**src/logic/backlight_pkg.sv**
```systemverilog
// Constants, register map and state codes for the backlight sink and timeout block
// Function
// - Select bit 1 independent, 0 follows group enable
// - LED n select sits at bit n-1
// - Off delay 7 bits, N seconds, zero disables
// - Off delay expiry switches backlight group off
// - Off delay follows dim delay when dimming enabled
// - Dim delay 7 bits, N seconds, zero disables
// - Dim expiry moves target from maximum to dim
// - Dim count starts once maximum current reached
// - Timeout transitions use fade-out rate, 0000 instant
package backlight_pkg;
    localparam int unsigned CLK_PERIOD_NS = 10;
    localparam int unsigned SECOND_NS = 1000000000;
    localparam int unsigned TICK_CYCLES_DEFAULT = SECOND_NS / CLK_PERIOD_NS;
    localparam int unsigned TICK_W = 27;

    localparam int unsigned LED_COUNT = 7;
    localparam int unsigned DELAY_W = 7;
    localparam int unsigned REG_W = 8;
    localparam int unsigned FADE_W = 4;

    localparam logic [7:0] ADDR_SINK_ASSIGN = 8'h05;
    localparam logic [7:0] ADDR_OFF_DELAY = 8'h06;
    localparam logic [7:0] ADDR_DIM_DELAY = 8'h07;

    localparam logic [6:0] SINK_ASSIGN_RESET = 7'h00;
    localparam logic [6:0] OFF_DELAY_RESET = 7'h00;
    localparam logic [6:0] DIM_DELAY_RESET = 7'h00;
    localparam logic [6:0] DELAY_DISABLED = 7'h00;
    localparam logic [3:0] FADE_INSTANT = 4'h0;
    localparam logic [7:0] READ_ZERO = 8'h00;

    typedef enum logic [5:0] {
        ST_IDLE      = 6'b000001,
        ST_RAMP      = 6'b000010,
        ST_COUNT_DIM = 6'b000100,
        ST_COUNT_OFF = 6'b001000,
        ST_HOLD      = 6'b010000,
        ST_TIMED_OFF = 6'b100000
    } timeout_state_type;
endpackage

```
**src/logic/backlight_sink_and_timeouts.sv**
```systemverilog
// Sink group assignment registers and cascaded dim and off timeouts
`timescale 1ns/1ps
module backlight_sink_and_timeouts
    import backlight_pkg::*;
#(
    parameter int unsigned TICK_CYCLES = TICK_CYCLES_DEFAULT
) (
    input wire logic clk, // System clock, 100 MHz
    input wire logic sys_rst, // Synchronous reset, active high
    input wire logic [7:0] reg_addr, // Register address
    input wire logic [7:0] reg_wdata, // Register write data
    input wire logic reg_write, // Write strobe, one cycle
    input wire logic reg_read, // Read strobe, one cycle
    output logic [7:0] reg_rdata_q, // Read data, valid cycle after strobe
    input wire logic backlight_group_enable, // Shared backlight group enable
    input wire logic at_max_current, // Backlight has reached maximum current
    input wire logic [FADE_W-1:0] fade_out_rate, // Programmed fade-out rate code
    input wire logic [LED_COUNT-1:0] led_independent_on, // Per-LED independent enables
    output logic [LED_COUNT-1:0] sink_on_q, // Per-LED sink enable
    output logic target_dim_q, // Group target is dim current
    output logic group_off_q, // Group switched off by timeout
    output logic [FADE_W-1:0] transition_rate_q, // Rate for current timeout change
    output logic transition_instant_q, // Timeout change is immediate
    output logic transition_pulse_q // One cycle at each timeout change
);
    logic [LED_COUNT-1:0] sink_assign_q;
    logic [DELAY_W-1:0] off_delay_q;
    logic [DELAY_W-1:0] dim_delay_q;
    logic [TICK_W-1:0] prescale_q;
    logic tick;
    logic enable_prev_q;
    logic arm;
    logic dim_done;
    logic off_done;
    logic dim_enabled;
    logic off_enabled;
    logic dim_expire;
    logic off_expire;
    logic dim_change;
    logic off_change;
    logic group_on;
    timeout_state_type state_q;
    timeout_state_type state_d;

    // Register writes; bit 7 is not stored
    always_ff @(posedge clk) begin
        if (sys_rst) begin
            sink_assign_q <= SINK_ASSIGN_RESET;
            off_delay_q <= OFF_DELAY_RESET;
            dim_delay_q <= DIM_DELAY_RESET;
        end else if (reg_write) begin
            if (reg_addr == ADDR_SINK_ASSIGN) begin
                sink_assign_q <= reg_wdata[LED_COUNT-1:0];
            end
            if (reg_addr == ADDR_OFF_DELAY) begin
                off_delay_q <= reg_wdata[DELAY_W-1:0];
            end
            if (reg_addr == ADDR_DIM_DELAY) begin
                dim_delay_q <= reg_wdata[DELAY_W-1:0];
            end
        end
    end

    // Reserved bit 7 and unmapped addresses read back as zero
    always_ff @(posedge clk) begin
        if (sys_rst) begin
            reg_rdata_q <= READ_ZERO;
        end else if (reg_read) begin
            unique case (reg_addr)
                ADDR_SINK_ASSIGN: reg_rdata_q <= {1'b0, sink_assign_q};
                ADDR_OFF_DELAY: reg_rdata_q <= {1'b0, off_delay_q};
                ADDR_DIM_DELAY: reg_rdata_q <= {1'b0, dim_delay_q};
                default: reg_rdata_q <= READ_ZERO;
            endcase
        end
    end

    // Turn-on edge re-arms both counters and the prescaler
    always_ff @(posedge clk) begin
        if (sys_rst) begin
            enable_prev_q <= 1'b0;
        end else begin
            enable_prev_q <= backlight_group_enable;
        end
    end
    assign arm = backlight_group_enable && !enable_prev_q;

    // One-second tick, its phase set by the turn-on edge
    always_ff @(posedge clk) begin
        if (sys_rst || arm || prescale_q == TICK_W'(TICK_CYCLES - 1)) begin
            prescale_q <= '0;
        end else begin
            prescale_q <= prescale_q + 1'b1;
        end
    end
    assign tick = (prescale_q == TICK_W'(TICK_CYCLES - 1));

    assign dim_enabled = (dim_delay_q != DELAY_DISABLED);
    assign off_enabled = (off_delay_q != DELAY_DISABLED);
    assign dim_expire = (state_q == ST_COUNT_DIM) && dim_done;
    assign off_expire = (state_q == ST_COUNT_OFF) && off_done;

    // A change counts only while its delay is still enabled
    assign dim_change = dim_expire && dim_enabled;
    assign off_change = off_expire && off_enabled;

    // Both counters share the tick; only one runs at a time
    seconds_counter dim_counter (
        .clk(clk),
        .sys_rst(sys_rst),
        .clear(arm || state_q == ST_IDLE),
        .run(state_q == ST_COUNT_DIM),
        .tick(tick),
        .limit(dim_delay_q),
        .done(dim_done)
    );

    seconds_counter off_counter (
        .clk(clk),
        .sys_rst(sys_rst),
        .clear(arm || state_q == ST_IDLE),
        .run(state_q == ST_COUNT_OFF),
        .tick(tick),
        .limit(off_delay_q),
        .done(off_done)
    );

    // Ramp, dim count, off count, then hold or timed off
    always_comb begin
        state_d = state_q;
        unique case (state_q)
            ST_IDLE: begin
                if (backlight_group_enable) begin
                    state_d = ST_RAMP;
                end
            end
            ST_RAMP: begin
                if (at_max_current) begin
                    if (dim_enabled) begin
                        state_d = ST_COUNT_DIM;
                    end else if (off_enabled) begin
                        state_d = ST_COUNT_OFF;
                    end else begin
                        state_d = ST_HOLD;
                    end
                end
            end
            ST_COUNT_DIM: begin
                if (!dim_enabled) begin
                    state_d = ST_HOLD;
                end else if (dim_done) begin
                    state_d = off_enabled ? ST_COUNT_OFF : ST_HOLD;
                end
            end
            ST_COUNT_OFF: begin
                if (!off_enabled) begin
                    state_d = ST_HOLD;
                end else if (off_done) begin
                    state_d = ST_TIMED_OFF;
                end
            end
            ST_HOLD: state_d = ST_HOLD;
            ST_TIMED_OFF: state_d = ST_TIMED_OFF;
            default: state_d = ST_IDLE;
        endcase
        if (!backlight_group_enable) begin
            state_d = ST_IDLE;
        end
    end

    always_ff @(posedge clk) begin
        if (sys_rst) begin
            state_q <= ST_IDLE;
        end else begin
            state_q <= state_d;
        end
    end

    // Dim target stays until the group is switched off or re-armed
    always_ff @(posedge clk) begin
        if (sys_rst || !backlight_group_enable || arm) begin
            target_dim_q <= 1'b0;
        end else if (dim_change) begin
            target_dim_q <= 1'b1;
        end
    end

    always_ff @(posedge clk) begin
        if (sys_rst || !backlight_group_enable || arm) begin
            group_off_q <= 1'b0;
        end else if (off_change) begin
            group_off_q <= 1'b1;
        end
    end

    always_ff @(posedge clk) begin
        if (sys_rst) begin
            transition_rate_q <= FADE_INSTANT;
            transition_instant_q <= 1'b1;
            transition_pulse_q <= 1'b0;
        end else begin
            transition_pulse_q <= dim_change || off_change;
            if (dim_change || off_change) begin
                transition_rate_q <= fade_out_rate;
                transition_instant_q <= (fade_out_rate == FADE_INSTANT);
            end
        end
    end

    // Group LEDs follow the enable until the off timeout fires
    assign group_on = backlight_group_enable && !group_off_q && state_q != ST_TIMED_OFF;

    always_ff @(posedge clk) begin
        if (sys_rst) begin
            sink_on_q <= '0;
        end else begin
            for (int i = 0; i < LED_COUNT; i++) begin
                sink_on_q[i] <= sink_assign_q[i] ? led_independent_on[i] : group_on;
            end
        end
    end
endmodule

```
**src/logic/seconds_counter.sv**
```systemverilog
// Seconds counter that flags expiry after a programmed number of ticks
`timescale 1ns/1ps
module seconds_counter
    import backlight_pkg::*;
(
    input wire logic clk, // System clock
    input wire logic sys_rst, // Synchronous reset, active high
    input wire logic clear, // Restart count from zero
    input wire logic run, // Count ticks while high
    input wire logic tick, // One-second tick pulse
    input wire logic [DELAY_W-1:0] limit, // Delay in seconds
    output logic done // Level, set once limit reached
);
    logic [DELAY_W-1:0] count_q;
    logic done_q;

    always_ff @(posedge clk) begin
        if (sys_rst || clear) begin
            count_q <= DELAY_DISABLED;
        end else if (run && tick && !done_q) begin
            count_q <= count_q + 7'h01;
        end
    end

    always_ff @(posedge clk) begin
        if (sys_rst || clear) begin
            done_q <= 1'b0;
        end else if (run && tick && !done_q && (count_q + 7'h01) == limit) begin
            done_q <= 1'b1;
        end
    end

    assign done = done_q;
endmodule

```
**config.mk**
```make
export PLATFORM = sky130hd
export DESIGN_NAME = backlight_sink_and_timeouts
export DESIGN_NICKNAME = d
export VERILOG_FILES = /design/src/logic/backlight_pkg.sv /design/src/logic/backlight_sink_and_timeouts.sv /design/src/logic/seconds_counter.sv
export SDC_FILE = /design/constraint.sdc
export NUM_CORES = 1
export LEC_CHECK = 0
export BUFFER_PORTS_ARGS = -buffer_cell sky130_fd_sc_hd__buf_4
export CORE_ASPECT_RATIO = 0.5
export CORE_MARGIN = 2
export CORE_UTILIZATION = 58
export DETAILED_ROUTE_END_ITERATION = 10
export PLACE_DENSITY = 0.8
export SLEW_MARGIN = 20
export SYNTH_ARGS = -nofsm -noshare
export SYNTH_HDL_FRONTEND = slang
export SYNTH_SLANG_ARGS = --single-unit
```
**constraint.sdc**
```tcl
create_clock -name clk -period 2.4 [get_ports clk]
set_clock_uncertainty 0.1 [all_clocks]
set_input_delay 0.48 -clock clk [delete_from_list [all_inputs] [get_ports clk]]
set_output_delay 0.48 -clock clk [all_outputs]
set_load 0.01 [all_outputs]
```
==> metrics.txt, run 1 <==
Layout area overhead=18.6%; internal power=2.48 mW; max incr delay on CP=560 ps; CP Launch Type=flip-flop; RR Endpoint=transition_instant_q; clk slew on worst S/H paths=60 ps; Final Setup Violations=0; WHS Endpoint=sink_on_q[0]; PortBufs=53; final worst path period need=2300 ps; Boundary Pins=56; routability cong.=0.913; post-route setup slack=97.2 ps; min-delay src=led_independent_on[0]; hold path cells=3; Skew-Pair Late Insertion Delay=340 ps; via count=3,837; Sw Share=21.0%; Net Sw Power=0.658 mW; share of cells above drive strength 1=16.1%; final instance area=0.00525 mm2; Yosys cell types=57; Net Count, Synth=554; power per cell area=597 mW/mm2; number of enable flip-flop cells after synthesis=0; Routed WL=9670 um; Comb power frac=4.7%; biggest area consumer among synthesized cells=dfxtp_1; CTS hold repair buffers=0; Worst Hold Class=primary input to flip-flop; Cell Rows=22; Cells after Synth=518; largest net degree at the start of global routing=45; post-synthesis cell area=0.00443 mm2; Post-synth top flop=dfxtp_1; pre-CTS WS=201 ps; Max Fclk=434 MHz; type of the worst setup path=flip-flop to flip-flop; post-synthesis sequential area ratio=42.0%; Die Wd=128 um; peak supply drop=0.432 mV; DRT antenna net count=0; slowest CP cell=a32oi_2; Slew @ Worst Pin=585 ps; DRT Pass-1 Iters=5; crit path max fanout=7; footprint of the multi-input gates=0.00244 mm2; Final nets=609; WL/cell=14.4 um; first-pass GRT wire length=16,500 um; drt via density=5.70; core area=0.00738 mm2; Die Y=65.8 um; mean post-synth cell area=8.55 um2; final count of hold timing violations=0; fill cell count=571; Diodes inserted=0; post-CTS sizing=0; Placement Cell Area=0.00495 mm2; Area contributors post-synth=dfxtp_1, nor2_1, xnor2_1, mux2i_1, a21oi_1; CTS HTree Levels=3; CP Cell Sequence=nor4_1, nand2_1, a32oi_2, nor2_1, a211o_1; FF-to-FF path depth=5; P_leak=1.98 nW; FFs w/ async S/R, synth=0%; worst r2r src=off_delay_q[4]; initial antenna violation count=0; Storage cell area=0.00186 mm2; DRC=0; r2r setup slk=100 ps; setup TNS=0 ps; max-cap viol count=0; Iter 0 DRT Violations=319; power share of the clock group=45.5%; Yosys reg bits=93; Tcrit/Tclk final=95.9%; Clock Tree Buf Depth=2; Sink Count=93; Post-CTS Setup Inserts=0; status=finished clean; GR Util All Layers=24.9%; total CTS buffers=9; Initial Util=60.1%; Total Power=3.14 mW; fin. max-slew vios=0; worst path arrival time=2440 ps; root buffer cell=clkbuf_16; vias in the first global route=3,584; Slew headroom=60.7%; grt ovf=0; final HPWL from detailed placement=7030 um; post-synth top area share=42.0%; Worst EP required=2530 ps; unrepaired setup endpoints after global routing=false; sequential share of power=49.8%; critical path capture point type=flip-flop; CTS tree=yes; die area=0.00840 mm2; Synth warnings=0
==> state kept, by name (all words and copies together) (netlist names), 4 cells and up <==
register and cells:
prescale_q 27, dim_counter.count_q 7, dim_delay_q 7, off_counter.count_q 7
off_delay_q 7, reg_rdata_q 7, sink_assign_q 7, sink_on_q 7
state_q 6, transition_rate_q 4
==> layout make-up <==
class,count,share of cell area [%]
clock inverters,3,0.857
clock buffers,12,4.88
well taps,96,2.29
repair buffers,64,9.15
inverters,12,0.857
multi-input cells,393,46.5
flip-flops and latches,93,35.4
==> routing by layer <==
metal	global-route usage, %	part of all wire (%)	up-vias
met4	5.91	0.83	0
met1	32.6	47	1752
met3	8.01	7.4	7
li1	-	-	1959
met5	0	0	-
met2	40.3	45	119
==> layout by cell type, fill, tap and decap left out, types with 3 or more instances in the layout <==
master	netlist	final
dfxtp_1	93	93
and3_1	4	4
mux2i_1	19	19
o31ai_1	3	3
buf_4	1	64
inv_1	12	12
and4_1	3	3
nand4_1	10	10
nand2_1	34	34
a22oi_1	7	7
a21oi_1	36	36
or4_1	7	7
nand3b_1	3	3
nand3_1	19	19
mux2_1	3	3
clkbuf_16	0	9
ha_1	3	3
o211ai_1	4	4
nor2b_1	6	6
a31oi_1	3	3
o21ai_1	17	17
and2_1	4	4
nor4_1	13	13
o21ai_0	11	11
nor2_1	84	84
xnor2_1	31	31
nor3_1	9	9
mux2_2	4	4
xor2_1	16	16
or3_1	9	9
==> synthesized netlist by cell type (4+ instances only) <==
cell      count
nand3_1      19
clkbuf_1     18
nor2b_1       6
xnor2_1      31
mux2_2        4
a21oi_1      36
or3_1         9
and3_1        4
mux2i_1      19
and2_1        4
nand4_1      10
nor3_1        9
o21ai_1      17
nor4_1       13
o211ai_1      4
nand2_1      34
a22oi_1       7
dfxtp_1      93
nor2_1       84
or4_1         7
inv_1        12
xor2_1       16
o21ai_0      11
==> critical path: cells and delay by family (launching register included) <==
family           cells  cell delay [ps]
AND/OR/NAND/NOR      3              870
AO/OA/AOI/OAI        2              830
flip-flops           1              380
==> through the flow <==
| step | instances | hold WS, ps | util (%) |
|---|---|---|---|
| finish | 673 | 275 | 71.2 |
| global route | 673 | 278 | 71.2 |
| CTS | 673 | 270 | 71.2 |
| detailed placement | 658 | 357 | 67.1 |
| global placement | 658 | 349 | 67.1 |
| floorplan | 518 | 330 | - |
==> how the worst max path moves through the flow <==
stage,slack (ps),from,depth (start not counted),to
6_report,100,off_delay_q[4],5,transition_instant_q
3_3_place_gp,220,off_delay_q[4],5,transition_instant_q
5_1_grt,50,off_delay_q[4],5,transition_rate_q[3]
3_5_place_dp,200,off_delay_q[4],5,transition_instant_q
4_1_cts,160,off_delay_q[4],5,transition_instant_q
2_1_floorplan,290,dim_counter.count_q[0],7,dim_counter.done
==> power groups by stage <==
| stage | clock network, mW | logic (mW) | registers, mW |
|---|---|---|---|
| final | 1.43 | 0.146 | 1.56 |
| after global placement | 0 | 0.144 | 1.60 |
| after global routing | 1.52 | 0.161 | 1.56 |
| after floorplan | 0 | 0.0681 | 1.60 |
| after detailed placement | 0 | 0.146 | 1.60 |
| after CTS | 1.45 | 0.146 | 1.56 |
==> kinds of logic (layout without fill, tap and decap cells) <==
family                     Yosys count  count (layout)  share of synthesized area (%)
and+or+nand+nor                    220             220                           25.6
buffers and inverters               32              91                           2.80
xor gates and xnor gates            47              47                           9.29
adders and majority gates            3               3                          0.847
AOI/OAI and AO/OA                   96              96                           13.3
other                                1               1                         0.0846
muxes                               26              26                           6.07
DFF                                 93              93                           42.0
No activity file was read; power rests on OpenSTA's default activity.
==> run 2, diff against run 1 <==
Settings changed: CORE_ASPECT_RATIO 0.5 to not set.
==> run 2 against run 1 <==
- flip-flop and latch count did not move
- cell count rose by 0.89%
- register-to-register slack improved by 90 ps
- maximum frequency rose by 4.1%
- global-route usage fell by 1.0 points
- worst setup slack improved by 91 ps
- combinational power barely moved
- clock power fell by 36%
- total power fell by 16%
- critical path depth rose by 1
- design area fell by 2.2%
- largest cell class unchanged
==> metrics.txt, run 2 (synthesized netlist as in run 1, its figures left out) <==
clk slew on worst S/H paths=90 ps; type of the worst setup path=flip-flop to flip-flop; Die Wd=91.4 um; fin. max-slew vios=0; DRC=0; unrepaired setup endpoints after global routing=false; Total Power=2.63 mW; Boundary Pins=56; share of cells above drive strength 1=16.6%; commonest non-fill, non-tap cells in the layout=dfxtp_1, nor2_1, buf_4; Final nets=611; pre-CTS WS=196 ps; most common cell after layout, fill and taps aside=dfxtp_1; Iter 0 DRT Violations=219; max-cap viol count=0; post-CTS sizing=0; WL/cell=14.2 um; Max Fclk=452 MHz; critical path capture point type=flip-flop; setup TNS=0 ps; status=finished clean; drt via density=5.67; Slew headroom=57.2%; first-pass GRT wire length=16,500 um; Layout area overhead=16.0%; non-filler cells in the finished layout=679; CTS tree=yes; DRT Pass-1 Iters=5; initial antenna violation count=0; Post-CTS Setup Inserts=0; PortBufs=53; number of instances in the placed design=663; Sw Share=24.0%; largest net degree at the start of global routing=44; internal power=2.00 mW; vias in the first global route=3,717; post-route setup slack=188 ps; Final Setup Violations=0; final HPWL from detailed placement=7150 um; Biggest register=prescale_q; routability cong.=0.918; sequential share of power=59.5%; grt ovf=0; Comb power frac=5.6%; Cell Rows=31; P_leak=1.93 nW; final count of hold timing violations=0; Routed WL=9630 um; DRT antenna net count=0; Clock Tree Buf Depth=2; core area=0.00733 mm2; crit path max fanout=5; Worst Hold Class=primary input to flip-flop; max FFs per register=27; worst path arrival time=2360 ps; Initial Util=60.4%; Die Y=91.4 um; Util after Layout=70.1%; CTS HTree Levels=3; Tcrit/Tclk final=92.1%; Net Sw Power=0.632 mW; total CTS buffers=9; Skew-Pair Late Insertion Delay=360 ps; CTS hold repair buffers=0; Sink Count=93; power share of the clock group=34.9%; Worst EP required=2550 ps; Slew @ Worst Pin=636 ps; CP Launch Type=flip-flop; die area=0.00835 mm2; final worst path period need=2210 ps; peak supply drop=0.348 mV; GR Util All Layers=23.8%; Diodes inserted=0; power per cell area=511 mW/mm2; root buffer cell=clkbuf_8; via count=3,853
[run 2: changes by cell type in the layout (fill, tap and decap cells not counted), sizes merged]
cell	delta
buf	+2
clkbuf	-2
clkinv	+3
inv	+1
bufinv	-1
[run 2: metrics by stage]
| step | hold WS (ps) | cell area (um2) |
|---|---|---|
| final | 253 | 5140 |
| after detailed placement | 360 | 4970 |
| after floorplan | 330 | 4430 |
| after CTS | 249 | 5140 |
| after global routing | 261 | 5140 |
| after global placement | 340 | 4970 |
[run 2: cell type report]
| class | count | area, um2 |
|---|---|---|
| sequential | 93 | 1860 |
| tap | 99 | 124 |
| multi-input combinational | 393 | 2440 |
| clock buffer | 10 | 128 |
| fill | 587 | 2190 |
| timing repair buffer | 66 | 495 |
| clock inverter | 6 | 38.8 |
| inverter | 12 | 45.0 |
[run 2: worst paths after layout]
path	from	endpoint	slack, ps	cells past startpoint
setup / recovery	prescale_q[0]	prescale_q[24]	190	6
hold / removal	led_independent_on[6]	sink_on_q[6]	250	3
setup reg to reg	prescale_q[0]	prescale_q[24]	190	6
hold reg to reg	target_dim_q	target_dim_q	380	2
[run 2: worst max-delay path, cell delays in order, from the launching register on]
cell and delay (ps):
dfxtp_1 390, ha_1 220, nand3_1 190, or4_1 660
nor4_1 330, xnor2_1 160, nor2_1 50
[run 2: power by group through the flow]
stage	clock network [mW]	logic (mW)	registers (mW)
2_1_floorplan	0	0.0681	1.60
3_3_place_gp	0	0.143	1.60
3_5_place_dp	0	0.146	1.60
4_1_cts	0.943	0.147	1.56
5_1_grt	0.997	0.161	1.56
6_report	0.917	0.148	1.56
[run 2: layer usage]
| metal | global-route usage, % | routed length [um] | vias up | share of wire, % |
|---|---|---|---|---|
| li1 | - | - | 1948 | - |
| met1 | 31.7 | 4480 | 1790 | 47 |
| met2 | 38.9 | 4510 | 101 | 47 |
| met3 | 3.32 | 503 | 14 | 5.2 |
| met4 | 9.72 | 145 | 0 | 1.5 |
| met5 | 0 | 0 | - | 0 |
